<file path="src/inc/pin_select_defines.vh">
// reset values and field positions for the port d / port e pin function select
`ifndef PIN_SELECT_DEFINES_VH
`define PIN_SELECT_DEFINES_VH
// port d peripheral-enable: bit n hands pin n to a peripheral
`define PDPER_RST 6'h00
// port e peripheral-enable: both pins start on serial port zero
`define PEPER_RST 2'h3
// system peripheral-select bits for pins d0 and d1
`define SPS_D0_BIT 4
`define SPS_D1_BIT 5
`define SPS_RST 8'h00
// pull-up enables reset to all on
`define PDPU_RST 6'h3f
`define PEPU_RST 2'h3
`define DDIR_RST 6'h00
`define EDIR_RST 2'h0
`define DOUT_RST 6'h00
`define EOUT_RST 2'h0
`define BIDLE_RST 1'b0
// input capture reset values; receive outputs idle high when not routed
`define DRD_RST 6'h00
`define ERD_RST 2'h0
`define RX_IDLE 1'b1
`endif

</file>
<file path="src/rtl/port_d_e_pin_function_select.v">
// pin function multiplexing for port d pins 0-5 and port e pins 0-1
`timescale 1ns/1ps
`include "pin_select_defines.vh"
// Contract
// - any pin in gpio mode can be set independently as input or output.
// - after reset port d pin 0 is a gpio input with pull-up on.
// - peripheral-enable bit 0 hands d0 to a peripheral and select bit 4 picks chip select two or can transmit.
// - peripheral-enable bit 1 hands d1 to a peripheral and select bit 5 picks chip select three or can receive.
// - d2-d5 reset as gpio and can carry chip selects four to seven.
// - routed chip selects float while the bus is idle unless the bus-idle drive control bit is set.
// - clearing port d pull-up bit n turns off the pull-up on d pin n; reset enables all.
// - d1 as can receive keeps its pull-up active.
// - e0 defaults to serial zero transmit, driver off and pull-up on during reset.
// - e1 defaults to serial zero receive, input with pull-up during reset, reassignable to gpio.
// - clearing port e pull-up bit 0 or 1 turns off that pin's pull-up.
module port_d_e_pin_function_select (
   input wire clk, // system clock
   input wire rstn, // async reset, active low
   input wire cfgWe, // load all configuration inputs this cycle
   input wire [5:0] portDPeripheralEnableIn, // new port d peripheral-enable
   input wire [1:0] portEPeripheralEnableIn, // new port e peripheral-enable
   input wire [7:0] systemPeripheralSelectIn, // new peripheral-select
   input wire [5:0] portDPullupEnableIn, // new port d pull-up enables
   input wire [1:0] portEPullupEnableIn, // new port e pull-up enables
   input wire [5:0] portDDirIn, // new port d directions, 1 = output
   input wire [1:0] portEDirIn, // new port e directions
   input wire [5:0] portDDataIn, // new port d output data
   input wire [1:0] portEDataIn, // new port e output data
   input wire busIdleDriveControlIn, // new bus-idle drive control bit
   input wire busActive, // external bus cycle in progress
   input wire [5:0] chipSelectN, // chip selects two..seven, active low
   input wire canSecondTransmit, // can transmit, open drain low drive
   input wire serialZeroTransmit, // serial port zero transmit
   input wire [5:0] portDPadIn, // port d pad levels
   input wire [1:0] portEPadIn, // port e pad levels
   output wire [5:0] portDPadOut, // port d pad output values
   output wire [5:0] portDPadOe, // port d pad output enables
   output wire [5:0] portDPadPu, // port d pull-up enables
   output wire [1:0] portEPadOut, // port e pad output values
   output wire [1:0] portEPadOe, // port e pad output enables
   output wire [1:0] portEPadPu, // port e pull-up enables
   output reg [5:0] portDDataRd_r, // registered port d pad levels
   output reg [1:0] portEDataRd_r, // registered port e pad levels
   output reg canSecondReceive_r, // registered can receive
   output reg serialZeroReceive_r, // registered serial zero receive
   output wire [5:0] portDPeripheralEnable, // current port d peripheral-enable
   output wire [1:0] portEPeripheralEnable, // current port e peripheral-enable
   output wire busIdleDriveControl // current bus-idle drive control
);
   // ******************************
   // configuration registers
   // ******************************
   reg [5:0] dPer_r;
   reg [1:0] ePer_r;
   reg [7:0] sps_r;
   reg [5:0] dPu_r;
   reg [1:0] ePu_r;
   reg [5:0] dDir_r;
   reg [1:0] eDir_r;
   reg [5:0] dOut_r;
   reg [1:0] eOut_r;
   reg bIdle_r;

   // ******************************
   // configuration next values
   // ******************************
   reg [5:0] dPer_nxt;
   reg [1:0] ePer_nxt;
   reg [7:0] sps_nxt;
   reg [5:0] dPu_nxt;
   reg [1:0] ePu_nxt;
   reg [5:0] dDir_nxt;
   reg [1:0] eDir_nxt;
   reg [5:0] dOut_nxt;
   reg [1:0] eOut_nxt;
   reg bIdle_nxt;

   // all settings hold until the common load strobe; there is no partial write
   always @* begin
      dPer_nxt = dPer_r;
      ePer_nxt = ePer_r;
      sps_nxt = sps_r;
      dPu_nxt = dPu_r;
      ePu_nxt = ePu_r;
      dDir_nxt = dDir_r;
      eDir_nxt = eDir_r;
      dOut_nxt = dOut_r;
      eOut_nxt = eOut_r;
      bIdle_nxt = bIdle_r;
      if (cfgWe) begin
         dPer_nxt = portDPeripheralEnableIn;
         ePer_nxt = portEPeripheralEnableIn;
         sps_nxt = systemPeripheralSelectIn;
         dPu_nxt = portDPullupEnableIn;
         ePu_nxt = portEPullupEnableIn;
         dDir_nxt = portDDirIn;
         eDir_nxt = portEDirIn;
         dOut_nxt = portDDataIn;
         eOut_nxt = portEDataIn;
         bIdle_nxt = busIdleDriveControlIn;
      end
   end

   always @(posedge clk or negedge rstn) begin
      if (!rstn) begin
         dPer_r <= `PDPER_RST;
         ePer_r <= `PEPER_RST;
         sps_r <= `SPS_RST;
         dPu_r <= `PDPU_RST;
         ePu_r <= `PEPU_RST;
         dDir_r <= `DDIR_RST;
         eDir_r <= `EDIR_RST;
         dOut_r <= `DOUT_RST;
         eOut_r <= `EOUT_RST;
         bIdle_r <= `BIDLE_RST;
      end else begin
         dPer_r <= dPer_nxt;
         ePer_r <= ePer_nxt;
         sps_r <= sps_nxt;
         dPu_r <= dPu_nxt;
         ePu_r <= ePu_nxt;
         dDir_r <= dDir_nxt;
         eDir_r <= eDir_nxt;
         dOut_r <= dOut_nxt;
         eOut_r <= eOut_nxt;
         bIdle_r <= bIdle_nxt;
      end
   end

   assign portDPeripheralEnable = dPer_r;
   assign portEPeripheralEnable = ePer_r;
   assign busIdleDriveControl = bIdle_r;

   // ******************************
   // peripheral routing
   // ******************************
   wire csDrive = busActive | bIdle_r;
   wire d0Can = sps_r[`SPS_D0_BIT];
   wire d1Can = sps_r[`SPS_D1_BIT];
   // can receive routed: pull-up forced on, receive sampled from the pad
   wire canRxRouted = dPer_r[1] & d1Can;
   wire [5:0] dPerOut;
   wire [5:0] dPerOe;
   wire [5:0] dPerPull;
   // d0: chip select two, or can transmit as open drain (drive only low)
   assign dPerOut[0] = d0Can ? 1'b0 : chipSelectN[0];
   assign dPerOe[0] = d0Can ? ~canSecondTransmit : csDrive;
   // d1: chip select three, or can receive input
   assign dPerOut[1] = chipSelectN[1];
   assign dPerOe[1] = d1Can ? 1'b0 : csDrive;
   assign dPerOut[5:2] = chipSelectN[5:2];
   assign dPerOe[5:2] = {4{csDrive}};
   assign dPerPull = {4'h0, canRxRouted, 1'b0};

   // serial zero: e0 transmits, e1 receives
   wire [1:0] ePerOut = {1'b1, serialZeroTransmit};
   wire [1:0] ePerOe = {1'b0, 1'b1};

   // ******************************
   // pin cells
   // ******************************
   genvar i;
   generate
      for (i = 0; i < 8; i = i + 1) begin : gPin
         wire pOut;
         wire pOe;
         wire pPu;
         if (i < 6) begin : gD
            pin_cell uCell (
               .perEn(dPer_r[i]),
               .gpioDir(dDir_r[i]),
               .gpioOut(dOut_r[i]),
               .perOut(dPerOut[i]),
               .perOe(dPerOe[i]),
               .puEn(dPu_r[i]),
               .perPullForce(dPerPull[i]),
               .padOut(pOut),
               .padOe(pOe),
               .padPu(pPu)
            );
            // driver off during reset, pull-up kept on
            assign portDPadOut[i] = pOut;
            assign portDPadOe[i] = pOe & rstn;
            assign portDPadPu[i] = pPu | ~rstn;
         end else begin : gE
            pin_cell uCell (
               .perEn(ePer_r[i-6]),
               .gpioDir(eDir_r[i-6]),
               .gpioOut(eOut_r[i-6]),
               .perOut(ePerOut[i-6]),
               .perOe(ePerOe[i-6]),
               .puEn(ePu_r[i-6]),
               .perPullForce(1'b0),
               .padOut(pOut),
               .padOe(pOe),
               .padPu(pPu)
            );
            assign portEPadOut[i-6] = pOut;
            assign portEPadOe[i-6] = pOe & rstn;
            assign portEPadPu[i-6] = pPu | ~rstn;
         end
      end
   endgenerate

   // ******************************
   // input capture
   // ******************************
   always @(posedge clk or negedge rstn) begin
      if (!rstn) begin
         portDDataRd_r <= `DRD_RST;
         portEDataRd_r <= `ERD_RST;
         canSecondReceive_r <= `RX_IDLE;
         serialZeroReceive_r <= `RX_IDLE;
      end else begin
         portDDataRd_r <= portDPadIn;
         portEDataRd_r <= portEPadIn;
         // idle-high when the pin is not routed
         canSecondReceive_r <= canRxRouted ? portDPadIn[1] : `RX_IDLE;
         serialZeroReceive_r <= ePer_r[1] ? portEPadIn[1] : `RX_IDLE;
      end
   end
endmodule // port_d_e_pin_function_select

</file>
<file path="src/rtl/pin_cell.v">
// one pin: gpio versus peripheral output/direction selection with peripheral pull-up force
`timescale 1ns/1ps
module pin_cell (
   input wire perEn, // pin handed to peripheral
   input wire gpioDir, // gpio direction, 1 = output
   input wire gpioOut, // gpio output value
   input wire perOut, // peripheral output value
   input wire perOe, // peripheral wants to drive
   input wire puEn, // pull-up enable setting
   input wire perPullForce, // peripheral keeps pull-up active
   output wire padOut, // pad output value
   output wire padOe, // pad output enable
   output wire padPu // pad pull-up enable
);
   // gpio settings only when peripheral disabled
   assign padOut = perEn ? perOut : gpioOut;
   assign padOe = perEn ? perOe : gpioDir;
   assign padPu = puEn | perPullForce;
endmodule // pin_cell

</file>
<file path="config.mk">
export PLATFORM = sky130hd
export DESIGN_NAME = port_d_e_pin_function_select
export DESIGN_NICKNAME = d
export VERILOG_FILES = /design/src/rtl/port_d_e_pin_function_select.v /design/src/rtl/pin_cell.v
export VERILOG_INCLUDE_DIRS = /design/src /design/src/inc
export SDC_FILE = /design/constraint.sdc
export NUM_CORES = 1
export LEC_CHECK = 0
export ABC_AREA = 1
export BUFFER_PORTS_ARGS = -buffer_cell sky130_fd_sc_hd__buf_4
export CAP_MARGIN = 0
export CORE_UTILIZATION = 30
export CTS_CLUSTER_DIAMETER = 60
export DETAILED_ROUTE_END_ITERATION = 16
export PLACE_DENSITY_LB_ADDON = 0.05
export RECOVER_POWER = 25
export SLEW_MARGIN = 20
export SYNTH_ARGS = -nofsm -noshare
export SYNTH_HDL_FRONTEND = slang
export SYNTH_HIERARCHICAL = 1
export SYNTH_SLANG_ARGS = --single-unit
</file>
<file path="constraint.sdc">
create_clock -name clk -period 1.1 [get_ports clk]
set_input_delay 0.33 -clock clk [delete_from_list [all_inputs] [get_ports clk]]
set_output_delay 0.33 -clock clk [all_outputs]
set_load 0.005 [all_outputs]
</file>
==> results_dict.tcl, run 1 <==
set metrics [dict create \
    outcome "finished, violations left" \
    violations "setup timing" \
    worstSetupEndpointType "output port" \
    n_fill_cell 717 \
    ys_types 15 \
    path_class "reg2out" \
    cts_tree "done" \
    cts_buffers 5 \
    grt_pass1_wl_um 7845 \
    die-height_um 89.58 \
    whs_endpoint "portDDataRd_r[2]$_DFF_PN0_" \
    clk_path_buf_depth 2 \
    wl_met2_um 2387 \
    hold_viol 0 \
    wl_per_cell_um 9.625 \
    first_iter_violations 73 \
    clock_sinks 45 \
    wl_met3_um 327 \
    final_nets 471 \
    drc 0 \
    required_ns 0.77 \
    avgSynthCellArea_um2 8.247 \
    die_area_um2 8024 \
    root_buffer "clkbuf_8" \
    netlist_area_um2 2301 \
    fin_crit_sh_pct 147.0 \
    r2r_slack_ns 0.16 \
    fin_crit_ns 1.617 \
    synth-xor-area-share_pct 0 \
    reg2reg_depth 2 \
    powerDensity_nw_per_um2 1130 \
    cp_max_fo 4 \
    rsz0062_at_grt "true" \
    drtPass1Iterations 4 \
    top_layer_used "met3" \
    drv_slew 0 \
    grt_overflow_total 0 \
    hold-worst-slack_ns 0.1363 \
    layout-drive-gt1-share_pct 47.45 \
    synth_compound_area_share_pct 12.56 \
    cp-start-kind "flop" \
    rows 31 \
    pin_count 104 \
    fmax_ghz 0.6186 \
    clock_latency_ns 0.29 \
    yosys.area_share.simple_pct 19.85 \
    numPlacedInstances 491 \
    setup_slack_ns -0.5165 \
    vias_per_cell 3.957 \
    finalSetupViolCount 43 \
    fin_area_um2 3626 \
    grt_pass1_vias 1836 \
    wl_met1_um 2195 \
    diodes 0 \
    syn_inst 279 \
    yosysSeqAreaShare_pct 49.59 \
    gp_congestion 0.7197 \
    via_count 2018 \
    path_clk_slew_ns 0.09 \
    grt_usage_pct 12.97 \
    antenna_found_initial 0 \
    hold_depth 1 \
    dp_hpwl_um 3672 \
    grt_max_degree 29 \
    maxCapViolations 0 \
    final_common_cell "nand2_1" \
    p_leak_nw 2.006 \
    htreeDepth 2 \
    synth_fa_ha_area_share_pct 0 \
    syn_to_final_growth_pct 57.59 \
    core_um2 7331 \
    port_buffers 97 \
    reg2reg_to "serialZeroReceive_r$_DFF_PN1_" \
    dieWidth_um 89.58 \
    power_w 0.004097 \
    start_util_pct 31.39 \
    fin_cells 510 \
    min_from "portDPadIn[2]" \
    r2r-start "portEPeripheralEnable[1]$_DFFE_PN1P_" \
    muxShareOfSynthArea_pct 0 \
    yosys_warnings 6 \
    arrival_ns 1.29 \
    fin_setup_tns_ns -11.35 \
    finalWirelength_um 4909 \
    placed_cell_area_um2 3258 \
    ant_nets 0 \
    layout_common_cells "93 x nand2_1, 77 x buf_4, 57 x inv_1" \
    synth_top_family_by_area "simple AND/OR/NAND/NOR gates" \
    skew_ns 0.0003870 \
    ys_seq_elements 45 \
    vdd_drop_max_mv 0.7306 \
    hp-class "in2reg" \
]
-- worst max-delay path by stage --
stage               cells after the start  slack [ns]       endpoint                                 start
floorplan                               5       -0.03  portDPadPu[1]  portDPeripheralEnable[1]$_DFFE_PN0P_
global placement                        8       -0.31  portDPadOe[5]                             busActive
detailed placement                      8       -0.33  portDPadOe[5]                             busActive
CTS                                     8       -0.56  portDPadOe[1]       busIdleDriveControl$_DFFE_PN0P_
global route                            8       -0.62  portDPadOe[1]       busIdleDriveControl$_DFFE_PN0P_
finish                                  8       -0.52  portDPadOe[1]       busIdleDriveControl$_DFFE_PN0P_
-- worst max-delay path: stages (launching register included) --
cell and delay (ns):
dfrtp_1 0.42, nor2_2 0.13, buf_4 0.13, nor2_2 0.03
nand2_1 0.05, nand2_1 0.05, nand2_1 0.05, inv_1 0.04
buf_6 0.10
-- cell usage after synthesis --
cell	n	area share [%]
buf_4	8	2.6
buf_6	8	3.9
buf_8	1	0.65
clkbuf_2	1	0.22
conb_1	2	0.33
dfrtp_1	33	36
dfstp_2	12	14
inv_1	63	10
nand2_1	102	17
nor2_1	3	0.49
o21ai_0	1	0.22
o21ai_1	6	1.3
o21ai_2	29	11
or2_1	8	2.2
or2_2	2	0.54
-- logic make-up (layout without fill, tap and decap cells) --
group	after synthesis	in the layout
AO/OA/AOI/OAI	36	36
AND/OR/NAND/NOR	115	115
buffers and inverters	81	205
other	2	10
flip-flops	45	45
-- where the power goes --
part,total (W),internal (W),switching [W],leakage [nW]
Clock,0.00111,0.000568,0.000543,0.0542
Sequential,0.00190,0.00182,0.0000836,0.523
Combinational,0.00109,0.000638,0.000449,1.43
-- area by class of cell --
class / count / area, um2 / area share, %
flip-flops and latches: 45 / 1141 / 31.47
multi-input cells: 161 / 823.3 / 22.71
inverters: 63 / 236.5 / 6.522
well taps: 99 / 123.9 / 3.416
repair buffers: 134 / 1200 / 33.09
clock buffers: 7 / 96.34 / 2.657
clock inverters: 1 / 5.005 / 0.1380
-- metrics by stage --
| step | utilization [%] | setup WS (ns) |
|---|---|---|
| final | 49.46 | -0.5165 |
| after global routing | 49.46 | -0.6229 |
| after CTS | 48.46 | -0.5625 |
| after detailed placement | 44.44 | -0.3319 |
| after global placement | 44.44 | -0.3123 |
| after floorplan | - | -0.03231 |
-- repair_timing --
| item | in CTS | in global routing |
|---|---|---|
| pin swaps | 19 | 10 |
| resized for setup | 41 | 21 |
| hold buffers | 2 | 0 |
| hold endpoints to repair | 3 | 0 |
| buffers inserted | 4 | 6 |
| setup endpoints to repair | 43 | 43 |
-- sequential cells by signal, summed over array words and instances, names as in the netlist, 2 cells and up --
name,count
portEPeripheralEnable,2
dOut_r,6
portDPeripheralEnable,6
dPu_r,6
portEDataRd_r,2
sps_r,2
dDir_r,6
eDir_r,2
portDDataRd_r,6
ePu_r,2
eOut_r,2
-- routing by layer --
metal	vias up	GRT usage, %
met5	-	0
met4	0	4.329
met3	0	4.113
met2	55	21.14
met1	907	16.32
li1	1056	-
(Power assumes the default switching activity.)
==> run 2: changes to the inputs <==
Settings changed: CTS_BUF_LIST set to sky130_fd_sc_hd__clkbuf_16.
==> run 2 against run 1 <==
The run still ends with setup timing left. Register-to-register slack about the same. Via count down 0.40%. Non-clock buffer count unchanged. Total power up 7.0%. Critical path depth unchanged. Sequential share of layout area down 0.31 points. Global-route usage up 0.12 points. Worst setup slack better by 0.023 ns. Clock skew about the same. Cell count unchanged.
==> results_dict.tcl, run 2 (synthesis gave the netlist of run 1 again) <==
set metrics [dict create \
    cts_buffers 5 \
    wl_met1_um 2142 \
    layout-drive-gt1-share_pct 46.96 \
    skew_ns 0.0004340 \
    required_ns 0.77 \
    drv_slew 0 \
    hold-worst-slack_ns 0.1531 \
    wl_per_cell_um 9.702 \
    finalWirelength_um 4948 \
    wl_met2_um 2470 \
    final_nets 471 \
    outcome "finished, violations left" \
    pin_count 104 \
    vias_per_cell 3.941 \
    seq_power_share_pct 43.4 \
    grt_pass1_wl_um 7907 \
    grt_overflow_total 0 \
    maxCapViolations 0 \
    dp_hpwl_um 3672 \
    first_iter_violations 46 \
    cts_tree "done" \
    n_fill_cell 719 \
    top_layer_used "met3" \
    finalSetupViolCount 36 \
    grt_pass1_vias 1845 \
    path_class "reg2out" \
    fmax_ghz 0.6277 \
    hp-class "in2reg" \
    clock_sinks 45 \
    violations "setup timing" \
    combPwrFrac_pct 24.8 \
    gp_congestion 0.7197 \
    clock_power_share_pct 31.8 \
    grt_max_degree 29 \
    arrival_ns 1.26 \
    wl_met3_um 335 \
    powerDensity_nw_per_um2 1198 \
    final_common_cell "nand2_1" \
    internal_power_w 0.003278 \
    clock_latency_ns 0.27 \
    diodes 0 \
    drtPass1Iterations 4 \
    power.switching_w 0.001108 \
    rsz0062_at_grt "true" \
    cp_max_fo 4 \
    ant_nets 0 \
    path_clk_slew_ns 0.06 \
    rows 31 \
    root_buffer "clkbuf_16" \
    switching_share_pct 25.27 \
    p_leak_nw 2.020 \
    clk_path_buf_depth 2 \
    setup_slack_ns -0.4930 \
    fin_setup_tns_ns -10.50 \
    layout_common_cells "93 x nand2_1, 76 x buf_4, 57 x inv_1" \
    dieWidth_um 89.58 \
    via_count 2010 \
    grt_usage_pct 13.09 \
    hold_viol 0 \
    worstSetupEndpointType "output port" \
    drc 0 \
    vdd_drop_max_mv 0.7197 \
    port_buffers 97 \
    syn_to_final_growth_pct 59.16 \
    htreeDepth 2 \
    die-height_um 89.58 \
    core_um2 7331 \
    start_util_pct 31.39 \
    cp-start-kind "flop" \
    fin_crit_ns 1.593 \
    fin_crit_sh_pct 144.8 \
    antenna_found_initial 0 \
    die_area_um2 8024 \
]
-- run 2: cell count changes in the layout (fill, tap and decap cells not counted) --
cell       change
clkbuf_8       -7
clkbuf_16      +5
clkinv_1       +2
buf_4          -1
clkbuf_4       +1
-- run 2: layer usage --
metal	global-route usage, %	up-vias
met5	0	-
met4	3.463	0
met3	4.479	0
met2	22.04	57
met1	16.03	896
li1	-	1057
-- run 2: worst max-delay path: stages, from the launching register on --
cell     delay, ns
dfrtp_1       0.41
nor2_2        0.13
buf_4         0.13
nor2_2        0.03
nand2_1       0.05
nand2_1       0.05
nand2_1       0.05
inv_1         0.04
buf_6         0.10
-- run 2: path summary, 6_finish.rpt --
| kind | start | end | slack, ns | depth (start not counted) |
|---|---|---|---|---|
| setup / recovery | busIdleDriveControl$_DFFE_PN0P_ | portDPadOe[1] | -0.49 | 8 |
| hold / removal | portDPadIn[5] | portDDataRd_r[5]$_DFF_PN0_ | 0.15 | 1 |
| setup reg to reg | portEPeripheralEnable[1]$_DFFE_PN1P_ | serialZeroReceive_r$_DFF_PN1_ | 0.16 | 2 |
| hold reg to reg | dPu_r[5]$_DFFE_PN1P_ | dPu_r[5]$_DFFE_PN1P_ | 0.46 | 2 |
| max in group asynchronous | rstn | eDir_r[0]$_DFFE_PN0P_ | 0.21 | 3 |
| min in group asynchronous | rstn | portDPeripheralEnable[2]$_DFFE_PN0P_ | 0.26 | 3 |
-- run 2: per-stage QoR --
step	utilization [%]	area, um2	setup WS, ns	power (W)	std cells
final	49.96	3662	-0.4930	0.004386	510
after global routing	49.96	3662	-0.5999	0.004680	510
after CTS	48.80	3577	-0.5333	0.004398	505
after detailed placement	44.44	3258	-0.3319	0.002864	491
after global placement	44.44	3258	-0.3123	0.002859	491
after floorplan	-	2331	-0.03231	0.002383	287
-- run 2: area by class of cell --
class | instances | area (um2) | share of cell area, %
flip-flops and latches | 45 | 1141 | 31.16
repair buffers | 134 | 1200 | 32.76
multi-input cells | 161 | 823.3 | 22.48
clock buffers | 5 | 125.1 | 3.416
clock inverters | 3 | 12.51 | 0.3416
inverters | 63 | 236.5 | 6.457
well taps | 99 | 123.9 | 3.382
-- run 2: timing repair --
action                                  in CTS  in global routing
pin swaps                                   19                 10
gates resized for setup                     38                 24
hold buffers                                 2                  0
buffers inserted                             4                  6
endpoints found under the setup margin      40                 43
endpoints found under the hold margin        3                  0
-- run 2: power by group through the flow --
| stage | sequential, W | clock [W] | combinational, W |
|---|---|---|---|
| after floorplan | 0.00192 | 0 | 0.000460 |
| after global routing | 0.00192 | 0.00153 | 0.00123 |
| after detailed placement | 0.00193 | 0 | 0.000938 |
| after CTS | 0.00190 | 0.00145 | 0.00105 |
| final | 0.00190 | 0.00140 | 0.00109 |
| after global placement | 0.00192 | 0 | 0.000936 |
